### src/verilog/clksel_ydec_cfg.svh
/*
 * constants for the clock-select / y-decrement / acc-invert executor.
 * assumes 10-bit instruction words and 4-bit data registers.
 */
`ifndef CLKSEL_YDEC_CFG_SVH
`define CLKSEL_YDEC_CFG_SVH
`define OPC_CERAMIC_SEL  10'h29A
`define OPC_RC_SEL       10'h29B
`define OPC_ACC_INVERT   10'h01C
`define OPC_Y_DECREMENT  10'h017
`define Y_SKIP_VALUE     4'hF
`define ACC_RESET        4'h0
`define Y_RESET          4'h0
`define CLK_SRC_RESET    2'h0
`define OSC_STOP_RESET   1'h0
`define CARRY_RESET      1'h0
`define SKIP_RESET       1'h0
`endif

### src/verilog/clksel_ydec_pkg.sv
/*
 * types shared by the executor files.
 * assumes the cfg header is in the include path.
 */
`default_nettype none
package clksel_ydec_pkg;
   typedef enum logic [1:0] {
      CLK_CERAMIC = 2'b00,
      CLK_RC      = 2'b01
   } clk_src_t;

   typedef struct packed {
      logic       valid;
      logic [9:0] word;
   } instr_t;

   typedef struct packed {
      logic [3:0] acc;
      logic [3:0] y;
      logic       carry_flag;
   } core_regs_t;
endpackage : clksel_ydec_pkg
`default_nettype wire

### src/verilog/clksel_ydec_exec.sv
/*
 * execution of four single-word instructions: ceramic clock select,
 * rc clock select, accumulator invert and y decrement with skip.
 * assumes instructions arrive one per machine cycle from same-clock fetch logic.
 * assumes the loads come from other instructions of the same core, so an
 * invert or a decrement in the same slot wins over a load.
 * assumes the clock-source outputs feed the oscillator switch outside.
 */
`timescale 1ns/10ps
`default_nettype none
`include "clksel_ydec_cfg.svh"
module clksel_ydec_exec (
   input  wire logic                       clock,
   input  wire logic                       nrst,
   input  wire clksel_ydec_pkg::instr_t    instr,
   input  wire logic                       acc_load,
   input  wire logic [3:0]                 acc_load_val,
   input  wire logic                       y_load,
   input  wire logic [3:0]                 y_load_val,
   input  wire logic                       carry_load,
   input  wire logic                       carry_load_val,
   output clksel_ydec_pkg::core_regs_t     regs,
   output clksel_ydec_pkg::clk_src_t       clk_src,
   output logic                            onchip_osc_stop,
   output logic                            skip_next
);
   import clksel_ydec_pkg::*;

   logic       rst_n;
   logic       exec;
   logic       is_ceramic;
   logic       is_rc;
   logic       is_inv;
   logic       is_dey;
   logic [3:0] y_nxt;
   logic [3:0] acc_r;
   logic [3:0] y_r;
   logic       carry_r;
   clk_src_t   clk_src_r;
   logic       osc_stop_r;
   logic       skip_r;

   reset_sync u_rst (
      .clock     (clock),
      .nrst      (nrst),
      .nrst_sync (rst_n)
   );

   // =========================================================
   // decode
   // a skipped slot raises no strobe; the loads still take effect
   assign exec       = instr.valid && !skip_r;
   assign y_nxt      = y_r - 4'h1;

   // one strobe at most per executed slot
   always_comb begin
      is_ceramic = 1'b0;
      is_rc      = 1'b0;
      is_inv     = 1'b0;
      is_dey     = 1'b0;
      if (exec) begin
         case (instr.word)
            `OPC_CERAMIC_SEL: begin
               is_ceramic = 1'b1;
            end
            `OPC_RC_SEL: begin
               is_rc = 1'b1;
            end
            `OPC_ACC_INVERT: begin
               is_inv = 1'b1;
            end
            `OPC_Y_DECREMENT: begin
               is_dey = 1'b1;
            end
            default: begin
            end
         endcase
      end
   end

   // =========================================================
   // clock source
   always_ff @(posedge clock or negedge rst_n) begin
      if (!rst_n) begin
         clk_src_r <= clk_src_t'(`CLK_SRC_RESET);
      end else if (is_ceramic) begin
         clk_src_r <= CLK_CERAMIC;
      end else if (is_rc) begin
         clk_src_r <= CLK_RC;
      end
   end

   // sticky: only reset restarts the on-chip oscillator
   always_ff @(posedge clock or negedge rst_n) begin
      if (!rst_n) begin
         osc_stop_r <= `OSC_STOP_RESET;
      end else if (is_rc) begin
         osc_stop_r <= 1'b1;
      end
   end

   // =========================================================
   // accumulator and carry
   always_ff @(posedge clock or negedge rst_n) begin
      if (!rst_n) begin
         acc_r <= `ACC_RESET;
      end else if (is_inv) begin
         acc_r <= ~acc_r;
      end else if (acc_load) begin
         acc_r <= acc_load_val;
      end
   end

   always_ff @(posedge clock or negedge rst_n) begin
      if (!rst_n) begin
         carry_r <= `CARRY_RESET;
      end else if (carry_load && !is_inv) begin
         carry_r <= carry_load_val;
      end
   end

   // =========================================================
   // y register and skip
   always_ff @(posedge clock or negedge rst_n) begin
      if (!rst_n) begin
         y_r <= `Y_RESET;
      end else if (is_dey) begin
         y_r <= y_nxt;
      end else if (y_load) begin
         y_r <= y_load_val;
      end
   end

   always_ff @(posedge clock or negedge rst_n) begin
      if (!rst_n) begin
         skip_r <= `SKIP_RESET;
      end else if (instr.valid) begin
         skip_r <= is_dey && (y_nxt == `Y_SKIP_VALUE);
      end
   end

   assign regs            = '{acc: acc_r, y: y_r, carry_flag: carry_r};
   assign clk_src         = clk_src_r;
   assign onchip_osc_stop = osc_stop_r;
   assign skip_next       = skip_r;

   // =========================================================
   // assertions
   ceramic_select_a: assert property (@(posedge clock) disable iff (!rst_n)
      is_ceramic |=> clk_src_r == CLK_CERAMIC)
      else $error("ceramic select not taken");
   rc_select_a: assert property (@(posedge clock) disable iff (!rst_n)
      is_rc |=> clk_src_r == CLK_RC)
      else $error("rc select not taken");
   osc_stop_a: assert property (@(posedge clock) disable iff (!rst_n)
      is_rc |=> osc_stop_r)
      else $error("oscillator not stopped");
   y_dec_a: assert property (@(posedge clock) disable iff (!rst_n)
      is_dey |=> y_r == $past(y_r) - 4'h1)
      else $error("y not decremented");
   y_skip_a: assert property (@(posedge clock) disable iff (!rst_n)
      (is_dey && y_r == 4'h0) |=> skip_r ##1 (!instr.valid || !skip_r || !$past(instr.valid)))
      else $error("skip not raised on wrap");
   no_skip_a: assert property (@(posedge clock) disable iff (!rst_n)
      (is_dey && y_r != 4'h0) |=> !skip_r)
      else $error("spurious skip");
   acc_invert_a: assert property (@(posedge clock) disable iff (!rst_n)
      is_inv |=> acc_r == ~$past(acc_r))
      else $error("accumulator not inverted");
   carry_keep_a: assert property (@(posedge clock) disable iff (!rst_n)
      is_inv |=> $stable(carry_r))
      else $error("carry changed by invert");

   // =========================================================
   // invariants around oscillator stop, clock source, skip and loads
   osc_sticky_a: assert property (@(posedge clock) disable iff (!rst_n)
      osc_stop_r |=> osc_stop_r)
      else $error("oscillator restarted without reset");

   clk_hold_a: assert property (@(posedge clock) disable iff (!rst_n)
      (!is_ceramic && !is_rc) |=> $stable(clk_src_r))
      else $error("clock source changed without select");

   skip_consume_a: assert property (@(posedge clock) disable iff (!rst_n)
      (skip_r && instr.valid) |=> !skip_r)
      else $error("skip not consumed");

   skip_y_hold_a: assert property (@(posedge clock) disable iff (!rst_n)
      (skip_r && instr.valid && !y_load) |=> $stable(y_r))
      else $error("skipped slot changed y");

   skip_acc_hold_a: assert property (@(posedge clock) disable iff (!rst_n)
      (skip_r && instr.valid && !acc_load) |=> $stable(acc_r))
      else $error("skipped slot changed accumulator");

   wrap_skip_a: assert property (@(posedge clock) disable iff (!rst_n)
      is_dey |=> ((y_r == `Y_SKIP_VALUE) == skip_r))
      else $error("skip does not follow wrap");

   acc_load_a: assert property (@(posedge clock) disable iff (!rst_n)
      (acc_load && !is_inv) |=> acc_r == $past(acc_load_val))
      else $error("accumulator load lost");

   y_load_a: assert property (@(posedge clock) disable iff (!rst_n)
      (y_load && !is_dey) |=> y_r == $past(y_load_val))
      else $error("y load lost");

   cover_rc_c: cover property (@(posedge clock) disable iff (!rst_n) is_rc);
   cover_back_c: cover property (@(posedge clock) disable iff (!rst_n) is_rc ##[1:20] is_ceramic);
   cover_skip_c: cover property (@(posedge clock) disable iff (!rst_n) is_dey ##1 skip_r);
   cover_inv_c: cover property (@(posedge clock) disable iff (!rst_n) is_inv);
   cover_plain_c: cover property (@(posedge clock) disable iff (!rst_n)
      (is_dey && y_r != 4'h0) ##1 exec);
endmodule : clksel_ydec_exec
`default_nettype wire

### src/verilog/reset_sync.sv
/*
 * two-flop reset release synchroniser.
 * assumes nrst is asynchronous and active low.
 */
`timescale 1ns/10ps
`default_nettype none
module reset_sync (
   input  wire logic clock,
   input  wire logic nrst,
   output logic      nrst_sync
);
   logic meta_r;

   always_ff @(posedge clock or negedge nrst) begin
      if (!nrst) begin
         meta_r    <= 1'b0;
         nrst_sync <= 1'b0;
      end else begin
         meta_r    <= 1'b1;
         nrst_sync <= meta_r;
      end
   end
endmodule : reset_sync
`default_nettype wire

### config.mk
export PLATFORM = sky130hd
export DESIGN_NAME = clksel_ydec_exec
export DESIGN_NICKNAME = d
export VERILOG_FILES = /design/src/verilog/clksel_ydec_pkg.sv /design/src/verilog/clksel_ydec_exec.sv /design/src/verilog/reset_sync.sv
export VERILOG_INCLUDE_DIRS = /design/src /design/src/verilog
export SDC_FILE = /design/constraint.sdc
export NUM_CORES = 1
export LEC_CHECK = 0
export BUFFER_PORTS_ARGS = -buffer_cell sky130_fd_sc_hd__buf_2
export CAP_MARGIN = 15
export CORE_ASPECT_RATIO = 1.1
export CORE_MARGIN = 10
export CORE_UTILIZATION = 49
export CTS_BUF_LIST = sky130_fd_sc_hd__clkbuf_2
export DETAILED_ROUTE_END_ITERATION = 10
export PLACE_DENSITY_LB_ADDON = 0.05
export SKIP_LAST_GASP = 1
export SYNTH_ARGS = -nofsm -noshare
export SYNTH_HDL_FRONTEND = slang
export SYNTH_SLANG_ARGS = --single-unit
### constraint.sdc
create_clock -name clock -period 1.02 [get_ports clock]
set_input_delay 0.102 -clock clock [delete_from_list [all_inputs] [get_ports clock]]
set_output_delay 0.102 -clock clock [all_outputs]
set_load 0.01 [all_outputs]
* Yosys cells after proc, flatten, opt, wreduce, memory -nomap -nowiden
Index checks and enable logic that the tools add are counted.
** Operators by class
- $add $sub $neg :: 1
- Eq/ne operators :: 5
- Multiplexer cells :: 14
- Bitwise gates (word level) :: 1
- Reduce and logical (&&, ||, !) cells :: 8
** Operators with widths (number)
- $eq 10x10->1 const B :: 2
- $eq 10x5->1 const B :: 2
- $mux 4 :: 4
- $mux 1 :: 8
- $reduce_bool 2->1 :: 3
- $eq 4x4->1 const B :: 1
- $mux 2 :: 2
- $not 4->4 :: 1
- $sub 4x1->4 const B :: 1
- $logic_and 1x1->1 :: 3
- $logic_not 1->1 :: 2
** Word-level totals
- Flip-flop bits (word level) :: 15
- Input bits :: 25
- Word-level logic and storage cells :: 37

* Longest topological paths before layout
- Word-level depth :: 5
- Gate-level depth with buffers :: 5
- Depth with buffers taken out :: 5

* Cells and area by module
Synthesis repeated with hierarchy kept, for this count alone.
** Unflattened totals
- Cells, all modules :: 72
- Area total of the unflattened synthesis :: 775.7 um2
** Modules (own cells, without submodules)
- clksel_ydec_exec :: times used 1, cells each 69, area an instance 721.9 um2, sequential area each 300.3 um2
- reset_sync :: times used 1, cells each 3, area an instance 53.8 um2, sequential area each 50.0 um2

* Worst setup path before layout
Ideal clock, no wire load.
- Kind :: register -> register
- Start point :: register skip_r, in the netlist skip_next
- End point :: register carry_r
- Arrival :: 2163 ps
- Path slack :: -1268 ps
- Cell stages (with the launch flop) :: 6
- Cells stage by stage :: dfrtp_1 or4b_2 or4_2 clkbuf_1 nand2_1 mux2_2
** Between the ends
- Cells in the longest elaborated chain, start to end :: 5
** RTL lines
- from (decl) :: line clksel_ydec_exec.sv:41 : logic skip_r;
- from (signal assigned) :: line clksel_ydec_exec.sv:136 : skip_r <= `SKIP_RESET;
- from (signal assigned) :: line clksel_ydec_exec.sv:138 : skip_r <= is_dey && (y_nxt == `Y_SKIP_VALUE);
- $logic_not 1->1 :: line clksel_ydec_exec.sv:52 : assign exec = instr.valid && !skip_r;
- $logic_and 1x1->1 :: line clksel_ydec_exec.sv:52
- $mux 1 :: line clksel_ydec_exec.sv:61 : if (exec) begin
- $logic_not 1->1 :: line clksel_ydec_exec.sv:117 : end else if (carry_load && !is_inv) begin
- $logic_and 1x1->1 :: line clksel_ydec_exec.sv:117
- to (signal assigned) :: line clksel_ydec_exec.sv:116 : carry_r <= `CARRY_RESET;
- to (signal assigned) :: line clksel_ydec_exec.sv:118 : carry_r <= carry_load_val;
- to (decl) :: line clksel_ydec_exec.sv:38 : logic carry_r;
Every way passes these cells.
A chain may end at the register's enable or synchronous reset.

* Worst setup path after layout
Ends and elaborated chain as after synthesis.

==> summary.txt <==
Status
  – Status: finished with violations
  – Violated checks: negative setup slack

Yosys
  – Number of enable flip-flop cells after synthesis: 0
  – Main flop type after synthesis: dfrtp_1
  – Synth warnings: 0
  – Yosys reg bits: 14
  – Syn Nets: 98
  – Ranking of synthesized cells by area: dfrtp_1, mux2i_1, nand3_1
  – Ys async rst share: 1.00
  – Synth top area share: 0.471
  – Mapped Area: 743 um^2
  – Sequential fraction of the synthesis area: 0.471
  – Post-Synthesis Cells: 71
  – Yosys cell types: 30
  – Syn avg cell area: 10.5 um^2
  – Synth area leader: dfrtp_1

Place
  – Hpwl dp: 1.61 mm
  – Final estimated routing congestion in global placement: just under 0.8
  – Pre-CTS setup slack: -1140 ps
  – Buffers on Ports: 36

STA
  – Final setup viols: 14
  – Setup slack after layout: -827 ps
  – Final Max Slew Viols: 0
  – Fin crit period: approximately 1800 ps
  – RSZ-0062 raised after global routing: yes
  – Final period util: 1.81
  – Worst Clk Skew: about 14 ps
  – Endpoints failing hold: 0
  – Hold WS: 74.8 ps
  – Max Fclk: approximately 540 MHz

Route
  – Post-Route WL: approximately 2.1 mm
  – Vias: just over 700
  – DRT antenna net count: 0
  – DRC Markers: 0
  – First-pass detailed-route iteration total: 4
  – Initial DRC count: 6
  – Via/cell ratio: 5.04
  – WL per Instance: around 15 um

Clocking
  – Num CTS Buffers: 3
  – CTS Buffer Depth: 2
  – TritonCTS clock tree: done
  – CTS H-tree depth: 1
  – CTS Sinks: 14
  – Clk_lat worst skew: about 260 ps
  – Clock root cell: clkbuf_2
  – Worst-path clk slew: 130 ps

Worst setup path
  – Crit Path Class: flop to flop
  – Crit-path max FO: 2
  – WP data required: 1160 ps
  – Startpoint type of the worst setup path: flop
  – Worst Path Arrival: between 1500 and 2000 ps
  – Worst Setup End Kind: flop

Layout
  – Fraction of layout cells with a size suffix above 1: 0.624
  – # nets final: roughly 150
  – Area grow syn2layout: 60.6%
  – Antenna Cells: 0

Global routing
  – Number of global-route vias before repair: just over 700
  – Initial antenna violation count: 0
  – First-pass GRT wire length: 3.18 mm
  – Largest net degree at the start of global routing: 13
  – Grt ovf: 0
  – Total GRT Usage: 0.114

Power and ir drop
  – Maximum resistive drop on vdd: 0.996 mV
  – Pleak: about 0.64 nW
  – Sequential power share: 0.516
  – Power Dens Cells: roughly 1000 nW/um^2
  – Switch share: 0.282
  – Pint: ~0.89 mW
  – Clock power share: 0.187
  – Sw power: 0.349 mW
  – Comb power frac: 0.297

Die
  – Initial core utilization: 0.530
  – Die width: about 57 um
  – Die Footprint: between 3000 and 4000 um^2
  – Rows: 14
  – Die height: ~61 um
  – # IOs: 38
  – Core Region: 1400 um^2

Worst hold path
  – HP Class: input port to flop

Run
  – Max-Cap Viols: 0
## cells in the mapped netlist, types with 3 or more instances
| cell | n |
|---|---|
| nand3_1 | 8 |
| mux2i_1 | 4 |
| o21ai_0 | 3 |
| nand2_1 | 4 |
| dfrtp_1 | 14 |
| inv_1 | 5 |
## power by group through the flow
stage / logic [mW] / registers [mW] / clock network [mW]
6_report: 0.367 / 0.639 / 0.231
5_1_grt: 0.403 / 0.647 / 0.280
4_1_cts: 0.348 / 0.640 / 0.249
3_5_place_dp: 0.297 / 0.648 / 0
3_3_place_gp: 0.288 / 0.647 / 0
2_1_floorplan: 0.110 / 0.664 / 0
## layout make-up
| class | count | area [um^2] |
|---|---|---|
| multi-input combinational | 48 | 432 |
| timing repair buffer | 55 | 358 |
| sequential | 14 | 350 |
| fill | 89 | 208 |
| tap | 16 | 20.0 |
| inverter | 5 | 18.8 |
| clock buffer | 3 | 15.0 |
## path summary, 6_finish.rpt
check,startpoint,endpoint,slack [ps],depth (start not counted)
max,skip_next,carry_r,-830,4
min,acc_load_val[0],acc_r[0],70,3
max reg2reg,skip_next,carry_r,-830,4
min reg2reg,u_rst.nrst_sync,y_r[1],170,0
max in group asynchronous,u_rst.nrst_sync,acc_r[2],520,0
min in group asynchronous,u_rst.nrst_sync,y_r[1],170,0
## cell families after synthesis
family                     after synthesis  synth area share
DFF                                     14             0.471
other                                    2            0.0101
buffers and inverters                    9            0.0556
AOI/OAI and AO/OA                       11            0.0993
xor gates and xnor gates                 1            0.0118
and+or+nand+nor                         26             0.234
muxes                                    6            0.0842
adders and majority gates                2            0.0337
## metrics by stage
step	total power [mW]	utilization	cells	setup TNS (ps)	area, um^2
floorplan	0.774	-	71	-8180	766
global placement	0.934	0.746	134	-9910	1040
detailed placement	0.944	0.746	134	-10060	1040
CTS	1.24	0.825	140	-7440	1160
global route	1.33	0.852	141	-8160	1190
finish	1.24	0.852	141	-7250	1190
## cell usage in the layout (no fill, tap or decap)
master,synthesis,layout
a21oi_2,0,1
o21ai_2,0,1
nand4b_1,1,1
or4b_4,1,3
nand2_1,4,2
mux2i_1,4,4
mux2_2,1,1
conb_1,2,2
a21oi_1,2,1
buf_2,0,32
inv_1,5,5
buf_4,2,16
mux2_4,0,1
o21bai_1,1,1
dlygate4sd3_1,0,1
o211ai_1,2,2
o211a_1,1,1
nor2b_1,2,2
nand3b_1,2,2
dfrtp_1,14,14
o21ai_0,3,2
a211oi_1,1,1
o2bb2ai_2,0,1
nand2_2,0,2
ha_1,2,2
nand3_1,8,2
xor2_1,1,1
buf_6,0,6
clkbuf_2,0,3
or3b_2,1,1
or4_4,1,3
nand3_2,0,6
nor4_4,0,1
nor3_1,1,1
## what timing repair did
item                                    in CTS  in global routing
hold endpoints to repair                     2                  0
pin swaps                                    8                  3
endpoints found under the setup margin      15                 15
hold buffers                                 1                  0
setup buffers                                2                  2
resized for setup                           15                  7
## routing by layer
| layer | part of all wire | vias to the layer above | GRT usage | wire, um |
|---|---|---|---|---|
| met5 | 0 | - | 0 | 0 |
| met4 | 0.0048 | 0 | 0.0302 | 10 |
| met3 | 0.056 | 2 | 0.0501 | 116 |
| met2 | 0.53 | 20 | 0.206 | 1110 |
| met1 | 0.41 | 327 | 0.119 | 847 |
| li1 | - | 362 | - | - |
## sequential cells by signal, summed over array words and instances, names as in the netlist
name,flops
acc_r,4
y_r,4
carry_r,1
clk_src,1
onchip_osc_stop,1
skip_next,1
u_rst.meta_r,1
u_rst.nrst_sync,1
## critical path, stage by stage, from the launching register on
cell and delay, ps:
dfrtp_1 400, or4b_4 480, or4_4 440, nand2_2 80
mux2_2 330
No activity file was read; power rests on OpenSTA's default activity.
